### config.mk
export PLATFORM = sky130hd
export DESIGN_NAME = light_sensor_core
export DESIGN_NICKNAME = d
export VERILOG_FILES = /design/src/light_sensor_pkg.sv /design/src/integration_timer.sv /design/src/light_sensor_core.sv /design/src/persistence_filter.sv
export SDC_FILE = /design/constraint.sdc
export NUM_CORES = 1
export LEC_CHECK = 0
export BUFFER_PORTS_ARGS = -buffer_cell sky130_fd_sc_hd__buf_2
export CORE_ASPECT_RATIO = 2
export CORE_UTILIZATION = 45
export CTS_BUF_LIST = sky130_fd_sc_hd__clkbuf_4
export DETAILED_ROUTE_END_ITERATION = 10
export HOLD_SLACK_MARGIN = 0.03
export PLACE_DENSITY = 0.7
export SYNTH_ARGS = -nofsm -noshare
export SYNTH_HDL_FRONTEND = slang
export SYNTH_SLANG_ARGS = --single-unit
### constraint.sdc
create_clock -name pclk -period 6 [get_ports pclk]
set_input_delay 1.2 -clock pclk [delete_from_list [all_inputs] [get_ports pclk]]
set_output_delay 1.2 -clock pclk [all_outputs]
set_load 0.03 [all_outputs]
### src/light_sensor_pkg.sv
`default_nettype none
package light_sensor_pkg;
  // register indices; byte address is four times the index
  localparam logic [3:0]  IDX_CONTROL       = 4'h0;
  localparam logic [3:0]  IDX_TIMING        = 4'h1;
  localparam logic [3:0]  IDX_THR_LOW_L     = 4'h2;
  localparam logic [3:0]  IDX_THR_LOW_H     = 4'h3;
  localparam logic [3:0]  IDX_THR_HIGH_L    = 4'h4;
  localparam logic [3:0]  IDX_THR_HIGH_H    = 4'h5;
  localparam logic [3:0]  IDX_INT_CTL       = 4'h6;
  localparam logic [3:0]  IDX_COMMAND       = 4'h8;
  localparam logic [3:0]  IDX_ID            = 4'hA;
  localparam logic [3:0]  IDX_CH0_L         = 4'hC;
  localparam logic [3:0]  IDX_CH0_H         = 4'hD;
  localparam logic [3:0]  IDX_CH1_L         = 4'hE;
  localparam logic [3:0]  IDX_CH1_H         = 4'hF;
  localparam int          ADDR_W            = 8;
  localparam int          DATA_W            = 32;
  // control register
  localparam logic [7:0]  CONTROL_RESET     = 8'h00;
  localparam logic [1:0]  POWER_UP          = 2'h3;
  // timing register
  localparam logic [7:0]  TIMING_RESET      = 8'h02;
  localparam int          GAIN_BIT          = 4;
  localparam int          INTEG_MSB         = 1;
  // interrupt control register
  localparam logic [7:0]  INT_CTL_RESET     = 8'h00;
  localparam logic [7:0]  INT_CTL_MASK      = 8'h3F;
  localparam int          STYLE_MSB         = 5;
  localparam int          STYLE_LSB         = 4;
  localparam int          PERSIST_MSB       = 3;
  localparam logic [1:0]  STYLE_OFF         = 2'h0;
  localparam logic [1:0]  STYLE_LEVEL       = 2'h1;
  localparam logic [1:0]  STYLE_TEST        = 2'h3;
  // command register
  localparam logic [7:0]  COMMAND_RESET     = 8'h00;
  localparam int          CLEAR_BIT         = 6;
  // other resets
  localparam logic [15:0] THR_RESET         = 16'h0000;
  localparam logic [15:0] DATA_RESET        = 16'h0000;
  // arbitrary identification value
  localparam logic [7:0]  ID_VALUE          = 8'h3C;
  // timing
  localparam longint      CLK_HZ            = 100_000_000;
  localparam longint      INTEG_TIME_MS     = 400;
  localparam int          INTEG_CYCLES      = int'(INTEG_TIME_MS * CLK_HZ / 1000);
  localparam int          CNT_W             = 26;
endpackage : light_sensor_pkg
`default_nettype wire

### src/integration_timer.sv
`default_nettype none
module integration_timer
  import light_sensor_pkg::*;
#(
  parameter int CYCLES = INTEG_CYCLES
) (
  input  wire logic pclk,
  input  wire logic presetn,
  input  wire logic run,
  output var  logic done
);
  logic [CNT_W-1:0] count;

  // restarts from zero on every power-up
  always_ff @(posedge pclk or negedge presetn) begin
    if (!presetn) begin
      count <= '0;
      done  <= 1'b0;
    end else if (!run) begin
      count <= '0;
      done  <= 1'b0;
    end else if (count == CNT_W'(CYCLES - 1)) begin
      count <= '0;
      done  <= 1'b1;
    end else begin
      count <= count + 1'b1;
      done  <= 1'b0;
    end
  end
endmodule : integration_timer
`default_nettype wire

### src/light_sensor_core.sv
`default_nettype none
module light_sensor_core
  import light_sensor_pkg::*;
#(
  parameter int INTEG_CYCLES_P = INTEG_CYCLES
) (
  input  wire logic              pclk,
  input  wire logic              presetn,
  input  wire logic              psel,
  input  wire logic              penable,
  input  wire logic              pwrite,
  input  wire logic [ADDR_W-1:0] paddr,
  input  wire logic [DATA_W-1:0] pwdata,
  output var  logic [DATA_W-1:0] prdata,
  output var  logic              pready,
  output var  logic              pslverr,
  input  wire logic [15:0]       broadband_sample,
  input  wire logic [15:0]       infrared_sample,
  output var  logic              analog_gain,
  output var  logic [1:0]        analog_integ_sel,
  output var  logic              powered,
  output var  logic              int_out,
  output var  logic              int_oe
);

  logic [7:0]  control;
  logic [7:0]  timing;
  logic [15:0] thr_low;
  logic [15:0] thr_high;
  logic [7:0]  int_ctl;
  logic [7:0]  command;
  logic [15:0] channel0_result;
  logic [15:0] channel1_result;
  logic [7:0]  ch0_shadow;
  logic [7:0]  ch1_shadow;
  logic        int_pending;
  logic [15:0] bb_meta;
  logic [15:0] bb_sync;
  logic [15:0] ir_meta;
  logic [15:0] ir_sync;
  logic [15:0] bb_prev;
  logic [15:0] bb_stable;
  logic [15:0] ir_prev;
  logic [15:0] ir_stable;
  logic        conv_done;
  logic        fire;
  logic        setup;
  logic        access;
  logic        wr_en;
  logic [3:0]  idx;
  logic        mapped;
  logic [7:0]  wbyte;
  logic [1:0]  interrupt_style_select;
  logic        run;
  logic        next_pending;

  function automatic logic addr_mapped(input logic [ADDR_W-1:0] a);
    logic [3:0] i;
    i = a[5:2];
    addr_mapped = (a[7:6] == 2'b00) && (a[1:0] == 2'b00) &&
                  (i != 4'h7) && (i != 4'h9) && (i != 4'hB);
  endfunction : addr_mapped

  function automatic logic [3:0] addr_index(input logic [ADDR_W-1:0] a);
    addr_index = a[5:2];
  endfunction : addr_index

  assign setup                  = psel && !penable;
  assign access                 = psel && penable && pready;
  assign idx                    = addr_index(paddr);
  assign mapped                 = addr_mapped(paddr);
  assign wr_en                  = access && pwrite && mapped;
  assign wbyte                  = pwdata[7:0];
  assign interrupt_style_select = int_ctl[STYLE_MSB:STYLE_LSB];
  assign run                    = (control[1:0] == POWER_UP);

  // level inputs from the converter domain
  always_ff @(posedge pclk or negedge presetn) begin
    if (!presetn) begin
      bb_meta <= DATA_RESET;
      bb_sync <= DATA_RESET;
      ir_meta <= DATA_RESET;
      ir_sync <= DATA_RESET;
    end else begin
      bb_meta <= broadband_sample;
      bb_sync <= bb_meta;
      ir_meta <= infrared_sample;
      ir_sync <= ir_meta;
    end
  end

  // word taken only once two successive synced copies agree
  always_ff @(posedge pclk or negedge presetn) begin
    if (!presetn) begin
      bb_prev   <= DATA_RESET;
      bb_stable <= DATA_RESET;
      ir_prev   <= DATA_RESET;
      ir_stable <= DATA_RESET;
    end else begin
      bb_prev <= bb_sync;
      ir_prev <= ir_sync;
      if (bb_sync == bb_prev) begin
        bb_stable <= bb_sync;
      end
      if (ir_sync == ir_prev) begin
        ir_stable <= ir_sync;
      end
    end
  end

  // APB handshake: one access cycle, no wait states
  always_ff @(posedge pclk or negedge presetn) begin
    if (!presetn) begin
      pready  <= 1'b0;
      pslverr <= 1'b0;
    end else begin
      pready  <= setup;
      pslverr <= setup && !mapped;
    end
  end

  // read data prepared in the setup cycle
  always_ff @(posedge pclk or negedge presetn) begin
    if (!presetn) begin
      prdata <= '0;
    end else if (setup && !pwrite && mapped) begin
      unique case (idx)
        IDX_CONTROL:    prdata <= {24'h000000, control};
        IDX_TIMING:     prdata <= {24'h000000, timing};
        IDX_THR_LOW_L:  prdata <= {24'h000000, thr_low[7:0]};
        IDX_THR_LOW_H:  prdata <= {24'h000000, thr_low[15:8]};
        IDX_THR_HIGH_L: prdata <= {24'h000000, thr_high[7:0]};
        IDX_THR_HIGH_H: prdata <= {24'h000000, thr_high[15:8]};
        IDX_INT_CTL:    prdata <= {24'h000000, int_ctl};
        IDX_COMMAND:    prdata <= {24'h000000, command};
        IDX_ID:         prdata <= {24'h000000, ID_VALUE};
        IDX_CH0_L:      prdata <= {24'h000000, channel0_result[7:0]};
        IDX_CH0_H:      prdata <= {24'h000000, ch0_shadow};
        IDX_CH1_L:      prdata <= {24'h000000, channel1_result[7:0]};
        IDX_CH1_H:      prdata <= {24'h000000, ch1_shadow};
        default:        prdata <= '0;
      endcase
    end else if (setup) begin
      prdata <= '0;
    end
  end

  // upper bytes frozen together with the low byte read
  always_ff @(posedge pclk or negedge presetn) begin
    if (!presetn) begin
      ch0_shadow <= 8'h00;
      ch1_shadow <= 8'h00;
    end else if (setup && !pwrite && mapped) begin
      if (idx == IDX_CH0_L) begin
        ch0_shadow <= channel0_result[15:8];
      end
      if (idx == IDX_CH1_L) begin
        ch1_shadow <= channel1_result[15:8];
      end
    end
  end

  // control register
  always_ff @(posedge pclk or negedge presetn) begin
    if (!presetn) begin
      control <= CONTROL_RESET;
    end else if (wr_en && idx == IDX_CONTROL) begin
      control <= wbyte;
    end
  end

  always_ff @(posedge pclk or negedge presetn) begin
    if (!presetn) begin
      powered <= 1'b0;
    end else begin
      powered <= run;
    end
  end

  // timing register steers the analog front end
  always_ff @(posedge pclk or negedge presetn) begin
    if (!presetn) begin
      timing <= TIMING_RESET;
    end else if (wr_en && idx == IDX_TIMING) begin
      timing <= wbyte;
    end
  end

  always_ff @(posedge pclk or negedge presetn) begin
    if (!presetn) begin
      analog_gain      <= TIMING_RESET[GAIN_BIT];
      analog_integ_sel <= TIMING_RESET[INTEG_MSB:0];
    end else begin
      analog_gain      <= timing[GAIN_BIT];
      analog_integ_sel <= timing[INTEG_MSB:0];
    end
  end

  // threshold window, byte by byte
  always_ff @(posedge pclk or negedge presetn) begin
    if (!presetn) begin
      thr_low  <= THR_RESET;
      thr_high <= THR_RESET;
    end else if (wr_en) begin
      unique case (idx)
        IDX_THR_LOW_L:  thr_low[7:0]   <= wbyte;
        IDX_THR_LOW_H:  thr_low[15:8]  <= wbyte;
        IDX_THR_HIGH_L: thr_high[7:0]  <= wbyte;
        IDX_THR_HIGH_H: thr_high[15:8] <= wbyte;
        default:        thr_low        <= thr_low;
      endcase
    end
  end

  // interrupt control, reserved bits kept at zero
  always_ff @(posedge pclk or negedge presetn) begin
    if (!presetn) begin
      int_ctl <= INT_CTL_RESET;
    end else if (wr_en && idx == IDX_INT_CTL) begin
      int_ctl <= wbyte & INT_CTL_MASK;
    end
  end

  // command register; clear bit is self-clearing
  always_ff @(posedge pclk or negedge presetn) begin
    if (!presetn) begin
      command <= COMMAND_RESET;
    end else if (wr_en && idx == IDX_COMMAND) begin
      command <= wbyte & ~(8'h01 << CLEAR_BIT);
    end
  end

  integration_timer #(
    .CYCLES (INTEG_CYCLES_P)
  ) u_timer (
    .pclk    (pclk),
    .presetn (presetn),
    .run     (run),
    .done    (conv_done)
  );

  // both channels latched on the same integration end
  always_ff @(posedge pclk or negedge presetn) begin
    if (!presetn) begin
      channel0_result <= DATA_RESET;
      channel1_result <= DATA_RESET;
    end else if (conv_done) begin
      channel0_result <= bb_stable;
      channel1_result <= ir_stable;
    end
  end

  persistence_filter u_filter (
    .pclk      (pclk),
    .presetn   (presetn),
    .conv_done (conv_done),
    .result    (bb_stable),
    .thr_low   (thr_low),
    .thr_high  (thr_high),
    .persist   (int_ctl[PERSIST_MSB:0]),
    .fire      (fire)
  );

  // set wins over a clear in the same cycle
  always_comb begin
    next_pending = int_pending;
    if (wr_en && idx == IDX_COMMAND && wbyte[CLEAR_BIT]) begin
      next_pending = 1'b0;
    end
    if (fire && interrupt_style_select == STYLE_LEVEL) begin
      next_pending = 1'b1;
    end
    if (wr_en && idx == IDX_INT_CTL && wbyte[STYLE_MSB:STYLE_LSB] == STYLE_TEST) begin
      next_pending = 1'b1;
    end
  end

  always_ff @(posedge pclk or negedge presetn) begin
    if (!presetn) begin
      int_pending <= 1'b0;
    end else begin
      int_pending <= next_pending;
    end
  end

  // open drain: data always low, enable pulls the line
  always_ff @(posedge pclk or negedge presetn) begin
    if (!presetn) begin
      int_out <= 1'b0;
      int_oe  <= 1'b0;
    end else begin
      int_out <= 1'b0;
      int_oe  <= int_pending && (interrupt_style_select != STYLE_OFF);
    end
  end

endmodule : light_sensor_core
`default_nettype wire

### src/persistence_filter.sv
`default_nettype none
module persistence_filter
  import light_sensor_pkg::*;
(
  input  wire logic        pclk,
  input  wire logic        presetn,
  input  wire logic        conv_done,
  input  wire logic [15:0] result,
  input  wire logic [15:0] thr_low,
  input  wire logic [15:0] thr_high,
  input  wire logic [3:0]  persist,
  output var  logic        fire
);
  logic [3:0] run_len;
  logic       outside;

  assign outside = (result < thr_low) || (result > thr_high);

  always_ff @(posedge pclk or negedge presetn) begin
    if (!presetn) begin
      run_len <= 4'h0;
      fire    <= 1'b0;
    end else begin
      fire <= 1'b0;
      if (conv_done) begin
        if (persist == 4'h0) begin
          fire    <= 1'b1;
          run_len <= 4'h0;
        end else if (!outside) begin
          run_len <= 4'h0;
        end else if ((run_len + 4'h1) >= persist) begin
          fire    <= 1'b1;
          run_len <= 4'h0;
        end else begin
          run_len <= run_len + 4'h1;
        end
      end
    end
  end
endmodule : persistence_filter
`default_nettype wire

======== Yosys cells after proc, flatten, opt, wreduce, memory -nomap -nowiden ========
Index checks and enable logic that the tools add are counted.
word-level totals
  register bits ........................... 309
  latch bits .............................. 0
  memory bits (writable) .................. 0
  ROM bits ................................ 0
  input port bits ......................... 77
  logic and storage cells ................. 112
  memories kept ........................... 0
cells by class
  add/sub/neg operators ................... 2
  multipliers ............................. 0
  divide/modulo/power cells ............... 0
  $lt $le $gt $ge ......................... 3
  equal/unequal tests ..................... 21
  shifts and indexed selects .............. 0
  muxes and demuxes ....................... 17
  bitwise operators ....................... 0
  reductions and logical operators ........ 37
operators by type and width
  cell                     count
  $pmux W8 S13             1
  $mux W32                 2
  $mux W26                 2
  $eq A16 B16 Y1           2
  $add A26 B1 Y26 const B  1
  $eq A26 B26 Y1 const B   1
  $eq A4 B4 Y1 const B     6
  $logic_and A1 B1 Y1      20
  $gt A16 B16 Y1           1
  $lt A16 B16 Y1           1
  $eq A4 B3 Y1 const B     3
  $mux W4                  3
  $reduce_and A2 Y1        6
  $mux W1                  9
  $eq A4 B2 Y1 const B     2
  $logic_not A4 Y1         2
  $ne A4 B4 Y1 const B     2
  $add A4 B1 Y4 const B    1
  $eq A2 B2 Y1 const B     2
  $eq A4 B1 Y1 const B     1
  $ge A4 B4 Y1             1
  $logic_not A2 Y1         2
  $ne A4 B3 Y1 const B     1
  $reduce_bool A2 Y1       2
  4 further kinds          6

======== Longest topological paths before layout ========
Gate-level depths: netlist of run 1.
  depth in word-level cells ............... 11
  mapped depth ............................ 8

======== Hierarchy ========
Synthesis of run 1 repeated with hierarchy kept, for this count alone.
unflattened totals
  cell total of the unflattened synthesis .. 976
  area total of the unflattened synthesis .. 12503.2 µm²
by module, submodules not included
  module              times used  cells an instance  area an instance (µm²)  sequential area each (µm²)
  light_sensor_core   1           662                9833.2                  6333.6
  integration_timer   1           159                1485.2                  675.6
  persistence_filter  1           155                1184.9                  125.1

======== Worst setup path after synthesis of run 1 ========
No wires, ideal clock.
  kind .................................... input to register
  start ................................... input paddr[7]
  end ..................................... register thr_high[0]
  data arrival time ....................... 2.838 ns
  path slack .............................. 3.037 ns
  stages .................................. 4
  buffers on the path ..................... 0
  cells stage by stage .................... or4_4 > or4_4 > nor3_4 > mux2_2
on the way
  word-level cells in the longest chain between the ends .. 7
RTL lines
  element                            line                      source
  start: declaration                 light_sensor_core.sv:12   input wire logic [ADDR_W-1:0] paddr,
  $logic_not A2 Y1                   light_sensor_core.sv:60   addr_mapped = (a[7:6] == 2'b00) && (a[1:0] == 2'b00) &&
  $logic_and A1 B1 Y1 (2 in series)  light_sensor_core.sv:60
  $logic_and A1 B1 Y1 (2 in series)  light_sensor_core.sv:61   (i != 4'h7) && (i != 4'h9) && (i != 4'hB);
  $logic_and A1 B1 Y1                light_sensor_core.sv:72   assign wr_en = access && pwrite && mapped;
  $reduce_and A2 Y1 (no line)        --
  end signal: assignment             light_sensor_core.sv:208  IDX_THR_HIGH_L: thr_high[7:0] <= wbyte;
  end: declaration                   light_sensor_core.sv:29   logic [15:0] thr_high;
No other way between the ends.
A chain may end at the register's enable or synchronous reset.

======== Worst setup path in the final report of run 1 ========
  start ................................... input paddr[5]
  end ..................................... register ch0_shadow[1]
on the way
  word-level cells in the longest chain between the ends .. 6
  elaborated cells on any way between the ends .. 9
  those cells by class .................... eq/ne: 4; reduce/logical: 5
RTL lines
  element                            line                      source
  $ne A4 B3 Y1                       light_sensor_core.sv:61
  $logic_and A1 B1 Y1                light_sensor_core.sv:60
  $logic_and A1 B1 Y1 (2 in series)  light_sensor_core.sv:61
  $logic_and A1 B1 Y1                light_sensor_core.sv:153  end else if (setup && !pwrite && mapped) begin
  $reduce_and A2 Y1 (no line) *      --
  end signal: assignment             light_sensor_core.sv:155  ch0_shadow <= channel0_result[15:8];
  end: declaration                   light_sensor_core.sv:34   logic [7:0] ch0_shadow;
Mark *: on every way between the ends. The rest lies on a longest branch, timed or not.

==> results of run 1 <==
-- layer usage --
metal / vias to the layer above / wire [um]
li1: 3595 / -
met4: 0 / 2190
met1: 3789 / 9080
met5: - / 0
met3: 98 / 1170
met2: 284 / 13800
-- state kept, by name, indices dropped and copies added, names as in the netlist, 16 cells and up --
signal,cells
bb_sync,16
thr_high,16
channel0_result,16
bb_prev,16
ir_prev,16
ir_stable,16
bb_stable,16
ir_sync,16
thr_low,16
channel1_result,16
bb_meta,16
u_timer.count,26
ir_meta,16
-- where the power goes --
| group | internal [mW] | total [mW] | switching, mW |
|---|---|---|---|
| logic | 0.0427 | 0.165 | 0.122 |
| clock network | 0.733 | 1.43 | 0.694 |
| registers | 1.96 | 1.98 | 0.0204 |
-- layout by cell type (no fill, tap or decap), types with 10 or more instances in the layout --
master,n
clkbuf_4,92
nand2_1,64
o21ai_0,40
buf_2,66
mux2_2,128
nand3_1,21
nor4_1,15
xor2_1,51
mux2i_1,10
ha_1,37
inv_1,43
a21oi_1,21
nand4_1,14
dfrtp_1,283
nor2_1,41
conb_1,25
-- layout make-up --
cell class | instances | share of cell area
Timing Repair Buffer | 71 | 0.0288
Sequential cell | 285 | 0.529
Clock inverter | 9 | 0.00482
Inverter | 44 | 0.0122
Clock buffer | 92 | 0.0512
Antenna cell | 1 | 0.000185
Multi-Input combinational cell | 604 | 0.342
Tap cell | 344 | 0.0319
-- how the worst max path moves through the flow --
stage,start,to,slack [ns]
floorplan,paddr[7],thr_high[0],3.04
global placement,paddr[5],ch0_shadow[7],2.23
detailed placement,paddr[5],ch0_shadow[1],2.22
CTS,paddr[5],ch0_shadow[1],2.95
global route,paddr[5],ch0_shadow[6],2.84
finish,paddr[5],ch0_shadow[1],2.90
-- metrics by stage --
step | utilization | cells | hold slack (ns) | cell area, um^2 | total power [mW]
3_3_place_gp | 0.483 | 1348 | 0.332 | 12700 | 2.18
4_1_cts | 0.511 | 1449 | 0.344 | 13500 | 3.63
2_1_floorplan | - | 985 | 0.331 | 12200 | 2.10
3_5_place_dp | 0.483 | 1348 | 0.335 | 12700 | 2.18
6_report | 0.511 | 1450 | 0.343 | 13500 | 3.57
5_1_grt | 0.511 | 1450 | 0.361 | 13500 | 3.74
-- logic make-up after synthesis --
group           share of synthesized area
mux                                 0.129
fa+ha+maj                          0.0382
simple gates                       0.0939
compound gates                     0.0697
buf+inv                            0.0391
other cells                      0.000309
xor+xnor                           0.0419
flops                               0.588
==> out/metrics.cfg, run 1 <==
[sta]
tightest_slew_ns = 1.15
skew_ns = 0.0446
max_freq_ghz = 0.322
min_period_ns = 3.10
tns_ns = 0
relSlewSlack = 0.225
worst_slack_ns = 2.90
hold_viol = 0
setup_violations = 0
fin_crit_sh = 0.517
rsz0062_at_grt = false
finalMaxSlewViolations = 0

[cts]
htreeDepth = 2
cts_tree = yes
post_cts_buffers = 0
clock_latency_ns = 0.70
cts_resized = 0
postCtsHoldBufs = 0
clock_tree.buffer_depth = 3
cts.sinks = 285
cts_made_buffers = 60
root_buffer = clkbuf_4
clk_pin_slew_ns = 0.07

[yosys]
yosysTopAreaCell = dfrtp_1
synth_seq_area_share = 0.588
yosysMostFrequentCell = dfrtp_1
synthTopCellsByCount = dfrtp_1, mux2_2, nand2_1
yosys_register_bits = 285
ys.flop_type = dfrtp_1
syn_inst = 961
async_flop_share = 1.00
ys_types = 70
ys_top_cells_by_area = dfrtp_1, mux2_2, ha_1
syn_area_um2 = 12100
synth_top_area_frac = 0.584
synth_edf_count = 0
syn-mean-instance-area_um2 = 12.6
synth-warning-count = 0

[finish]
drive_gt1_frac = 0.283
multi_input_area_um2 = 4610
ff_latch_area_um2 = 7130
finalNetCount = 1180
area_growth_pct = 11.2
n_fill_cell = 2350

[worst_setup_path]
critPathMaxStageDelay_ns = 0.68
r2r_start = bb_sync[15]
cp_max_fo = 43
critical_path_arrival_ns = 3.66
crit_type = in -> reg
crit_cells = 6
r2r_setup_slack_ns = 3.52
worst_path_dominant_cell_family = simple AND/OR/NAND/NOR gates
path_cells = buf_2 > and3b_1 > o21ai_1 > nand3_2 > nor4_4 > mux2_2
cp.required_ns = 6.55
cp-end-kind = flip-flop
timing.rr.end = bb_stable[14]
reg2reg_depth = 4
critPathSlowestCell = nor4_4
worstSetupStartpointType = input pin
path_buf_inv = 1

[routing]
vias = 7766
viasPerCell = 5.36
drtAntennaViolNets = 0
drtIter0Drc = 420
wl_per_cell_um = 18.1
detailedRoute.firstPassIterationCount = 6
drt_wl_total_um = 26200
post-route-drc-count = 0

[global_routing]
antenna_found_initial = 1
gr-usage-met2 = 0.354
grt_pass1_wl_um = 42400
grt-busiest-layer = met2
grt_pass1_vias = 8242
grt_max_degree = 130
grt_use_met1 = 0.202
grt_util_all_layers = 0.200
grt_overflow = 0
use_met3 = 0.0319

[floorplanning]
die_y_um = 234
ios = 117
fp-row-count = 84
die_x_um = 118
die_area_um2 = 27700
start_util = 0.460
core_um2 = 26400

[place]
place_congestion = 0.943
io_buffer_count = 67
dp_hpwl_um = 18900
post-place-ws_ns = 2.22

[flow_run]
cap_viol_max_count = 0

[hold_path]
min_to = bb_sync[1]
hold_start = bb_meta[1]
hold_depth = 0
min_path_type = reg -> reg

[outcome]
status = finished, final reports clean

[pwr]
ir_drop_mv = 0.166
leakage_nw = 6.53
powerDensity_nw_per_um2 = 265

No activity file was read; power rests on OpenSTA's default activity.
==> inputs of run 2 (changes only) <==
--- a/config.mk
+++ b/config.mk
@@ -11,7 +11,7 @@
 export CTS_BUF_LIST = sky130_fd_sc_hd__clkbuf_4
 export DETAILED_ROUTE_END_ITERATION = 10
 export HOLD_SLACK_MARGIN = 0.03
-export PLACE_DENSITY = 0.7
+export PLACE_DENSITY = 0.73
 export SYNTH_ARGS = -nofsm -noshare
 export SYNTH_HDL_FRONTEND = slang
 export SYNTH_SLANG_ARGS = --single-unit
==> constraint.sdc (replaced) <==
create_clock -name pclk -period 2.75 [get_ports pclk]
set_input_delay 0.55 -clock pclk [delete_from_list [all_inputs] [get_ports pclk]]
set_output_delay 0.55 -clock pclk [all_outputs]
set_load 0.03 [all_outputs]
==> out/metrics.cfg, run 2 (synthesis results as in run 1) <==
[hold_path]
min_path_type = in -> reg

[sta]
max_freq_ghz = 0.417
rsz0062_at_grt = false
finalMaxSlewViolations = 0
fin_crit_sh = 0.873
min_period_ns = 2.40
relSlewSlack = 0.547
skew_ns = 0.0389
tightest_slew_ns = 0.673
hold_viol = 0
tns_ns = 0
setup_violations = 0

[place]
io_buffer_count = 67
dp_hpwl_um = 19900
place_congestion = 0.948

[floorplanning]
start_util = 0.460
core_um2 = 26400
ios = 117
die_x_um = 118
fp-row-count = 84
die_area_um2 = 27700
die_y_um = 234

[cts]
clk_pin_slew_ns = 0.07
clock_tree.buffer_depth = 3
root_buffer = clkbuf_4
cts.sinks = 285
cts_made_buffers = 66
cts_tree = yes
clock_latency_ns = 0.71
htreeDepth = 3

[worst_setup_path]
cp.required_ns = 3.29
worstSetupStartpointType = flip-flop
cp_max_fo = 3
critical_path_arrival_ns = 2.94
cp-end-kind = flip-flop
crit_type = reg -> reg

[global_routing]
grt_pass1_vias = 8562
grt_util_all_layers = 0.213
grt_pass1_wl_um = 44400
grt_overflow = 0
antenna_found_initial = 1
grt_max_degree = 63

[pwr]
power_mw = 8.05
ir_drop_mv = 0.474
powerDensity_nw_per_um2 = 569
leakage_nw = 6.86

[finish]
final_common_cell = dfrtp_1
finalNetCount = 1247
layout_common_cells = dfrtp_1, mux2_2, clkbuf_4, buf_2, nand2_1
n_fill_cell = 2278
regMostFlops = u_timer.count
largest_reg_flops = 26
area_growth_pct = 16.6
drive_gt1_frac = 0.293

[routing]
drtAntennaViolNets = 0
drtIter0Drc = 413
wl_per_cell_um = 18.1
drt_wl_total_um = 27500
post-route-drc-count = 0
vias = 7996
detailedRoute.firstPassIterationCount = 4
viasPerCell = 5.26

[outcome]
status = finished, final reports clean

[flow_run]
cap_viol_max_count = 0

## run 2: what timing repair did
| action | 4_1_cts | 5_1_grt |
|---|---|---|
| hold buffers | 33 | 0 |
| setup endpoints to repair | 0 | 0 |
| buffers inserted | 0 | 0 |
| resized for setup | 0 | 0 |
| hold endpoints to repair | 89 | 0 |
## run 2: final timing paths
check	from	endpoint	slack, ns	cells after the start
max	thr_high[14]	u_filter.run_len[3]	0.35	7
min	paddr[0]	pslverr	0.16	3
max reg2reg	thr_high[14]	u_filter.run_len[3]	0.35	7
min reg2reg	bb_meta[1]	bb_sync[1]	0.34	0
max in group asynchronous	presetn	command[7]	1.65	3
min in group asynchronous	presetn	channel1_result[12]	0.38	2
## run 2: through the flow
step                      cell area [um^2]  utilization  worst slack [ns]  cells  hold WS, ns
after global placement               13000        0.493             0.232   1376        0.332
after detailed placement             13000        0.493             0.213   1376        0.335
final                                14100        0.536             0.350   1521        0.157
after global routing                 14100        0.536             0.259   1521        0.112
after floorplan                      12200            -             0.437    985        0.254
after CTS                            14100        0.536             0.395   1520       0.0962
## run 2: final cells by class
| type | instances | area [um^2] | area share |
|---|---|---|---|
| inverter | 44 | 165 | 0.0117 |
| clock inverter | 21 | 135 | 0.00955 |
| antenna | 1 | 2.50 | 0.000177 |
| clock buffer | 90 | 676 | 0.0478 |
| timing repair buffer | 132 | 991 | 0.0700 |
| sequential | 285 | 7130 | 0.504 |
| tap | 344 | 430 | 0.0304 |
| multi-input combinational | 604 | 4610 | 0.326 |
## run 2: power breakdown
group | switching (mW) | internal (mW)
clock | 1.60 | 1.71
sequential | 0.0455 | 4.27
combinational | 0.282 | 0.146
## run 2: critical path, stage by stage, from the launching register on
cell and delay (ns):
dfrtp_1 0.40, inv_1 0.08, ha_1 0.31, nand4_1 0.13, or3_1 0.25, o22ai_1 0.20
nor4_1 0.64, o221ai_1 0.23
## run 2: layer usage
layer  wire length (um)  vias to the layer above  GRT usage
li1                   -                     3727          -
met1               9620                     3915      0.207
met2              14700                      256      0.385
met3               1070                       98     0.0455
met4               2140                        0      0.177
met5                  0                        -          0
==> inputs of run 3 (changes only) <==
--- a/config.mk
+++ b/config.mk
@@ -11,7 +11,7 @@
 export CTS_BUF_LIST = sky130_fd_sc_hd__clkbuf_4
 export DETAILED_ROUTE_END_ITERATION = 10
 export HOLD_SLACK_MARGIN = 0.03
-export PLACE_DENSITY = 0.73
+export PLACE_DENSITY = 0.66
 export SYNTH_ARGS = -nofsm -noshare
 export SYNTH_HDL_FRONTEND = slang
 export SYNTH_SLANG_ARGS = --single-unit
==> out/metrics.cfg, run 3 (synthesis results as in run 1) <==
[outcome]
status = finished, final reports clean

[worst_setup_path]
critPathSlowestCell = dfrtp_1
critical_path_arrival_ns = 3.01
cpMostUsedCell = ha_1
critPathMaxStageDelay_ns = 0.46
cp-end-kind = flip-flop
cp_max_fo = 7
crit_type = reg -> reg
cp.required_ns = 3.38
worstSetupStartpointType = flip-flop
path_cells = ha_1 > xor2_1 > ha_1 > o21ai_0 > nand2b_1 > a21oi_1 > nand3_1 > o221ai_1

[floorplanning]
die_y_um = 234
start_util = 0.460
die_area_um2 = 27700
ios = 117
die_x_um = 118
fp-row-count = 84
core_um2 = 26400

[place]
place_congestion = 1.00
io_buffer_count = 67
dp.cells = 1382
post-place-ws_ns = 0.207
dp_hpwl_um = 20500

[global_routing]
grt_max_degree = 71
grt_pass1_wl_um = 45200
grt_overflow = 0
grt_util_all_layers = 0.217
antenna_found_initial = 2
grt_pass1_vias = 8564

[finish]
n_fill_cell = 2304
regMostFlops = u_timer.count
largest_reg_flops = 26
area_growth_pct = 16.6
finalNetCount = 1254
instances_no_fill = 1530
layout_common_cells = dfrtp_1, mux2_2, clkbuf_4, buf_2, nand2_1
final_common_cell = dfrtp_1
drive_gt1_frac = 0.301

[flow_run]
cap_viol_max_count = 0

[sta]
skew_ns = 0.0592
hold_viol = 0
setup_violations = 0
worst_slack_ns = 0.371
tns_ns = 0
finalMaxSlewViolations = 0
rsz0062_at_grt = false
max_freq_ghz = 0.420
fin_crit_sh = 0.865
relSlewSlack = 0.480
min_period_ns = 2.38
tightest_slew_ns = 0.778

[pwr]
ir_drop_mv = 0.376
power_mw = 7.97
powerDensity_nw_per_um2 = 564
leakage_nw = 6.88

[routing]
viasPerCell = 5.34
drtAntennaViolNets = 0
drt_wl_total_um = 28000
drtIter0Drc = 457
wl_per_cell_um = 18.3
detailedRoute.firstPassIterationCount = 7
vias = 8174
post-route-drc-count = 0

[cts]
post_cts_buffers = 0
cts_resized = 0
cts.sinks = 285
clk_pin_slew_ns = 0.08
htreeDepth = 3
clock_latency_ns = 0.72
root_buffer = clkbuf_4
cts_tree = yes
cts_made_buffers = 67
clock_tree.buffer_depth = 3

[hold_path]
min_path_type = in -> reg

==> run 3: cell types whose count changed in the layout (fill, tap and decap cells not counted), sizes merged <==
| cell | before | now |
|---|---|---|
| bufinv | 2 | 0 |
| clkinv | 18 | 12 |
| diode | 1 | 2 |
| clkbuf | 90 | 100 |
| buf | 99 | 105 |
==> run 3: final timing paths <==
path / depth (start not counted) / slack, ns / start / to
worst max register to register: 8 / 0.37 / u_filter.run_len[0] / u_filter.run_len[2]
worst min-delay path: 3 / 0.15 / paddr[0] / pslverr
min in group asynchronous: 2 / 0.41 / presetn / ir_meta[13]
worst min register to register: 0 / 0.34 / bb_meta[6] / bb_sync[6]
worst max-delay path: 8 / 0.37 / u_filter.run_len[0] / u_filter.run_len[2]
max in group asynchronous: 3 / 1.55 / presetn / timing[1]
==> run 3: layout make-up <==
cell class	instances	area (um^2)	share of cell area
inverters	44	165	0.0117
diodes	2	5.00	0.000354
multi-input cells	604	4610	0.326
well taps	344	430	0.0304
clock buffers	100	751	0.0531
repair buffers	138	998	0.0706
clock inverters	13	50.0	0.00354
flip-flops and latches	285	7130	0.504
==> run 3: critical path: cells and delay by family, from the launching register on <==
kind	cells	cell delay [ns]
AND/OR/NAND/NOR	2	0.23
flip-flops	1	0.46
AO/OA/AOI/OAI	3	0.83
XOR/XNOR	1	0.24
adder cells (fa/ha/maj)	2	0.52
==> run 3: per-stage QoR <==
step / utilization / instance area (um^2) / hold slack (ns)
finish: 0.536 / 14100 / 0.154
global route: 0.536 / 14100 / 0.122
CTS: 0.536 / 14100 / 0.0932
detailed placement: 0.493 / 13000 / 0.336
global placement: 0.493 / 13000 / 0.333
floorplan: - / 12200 / 0.254
==> run 3: power by group <==
part           total [mW]  internal (mW)  switching (mW)
registers            4.31           4.27          0.0444
clock network        3.23           1.65            1.57
logic               0.433          0.145           0.288
==> run 3: layer usage <==
metal / vias up / part of all wire / routed length, um / track usage
met2: 286 / 0.53 / 14900 / 0.386
li1: 3749 / - / - / -
met3: 110 / 0.048 / 1350 / 0.0523
met4: 0 / 0.077 / 2150 / 0.176
met1: 4029 / 0.34 / 9620 / 0.214
met5: - / 0 / 0 / 0
==> run 3: what timing repair did <==
action / CTS / global route
hold endpoints to repair: 95 / 0
hold buffers: 33 / 0
endpoints found under the setup margin: 0 / 0
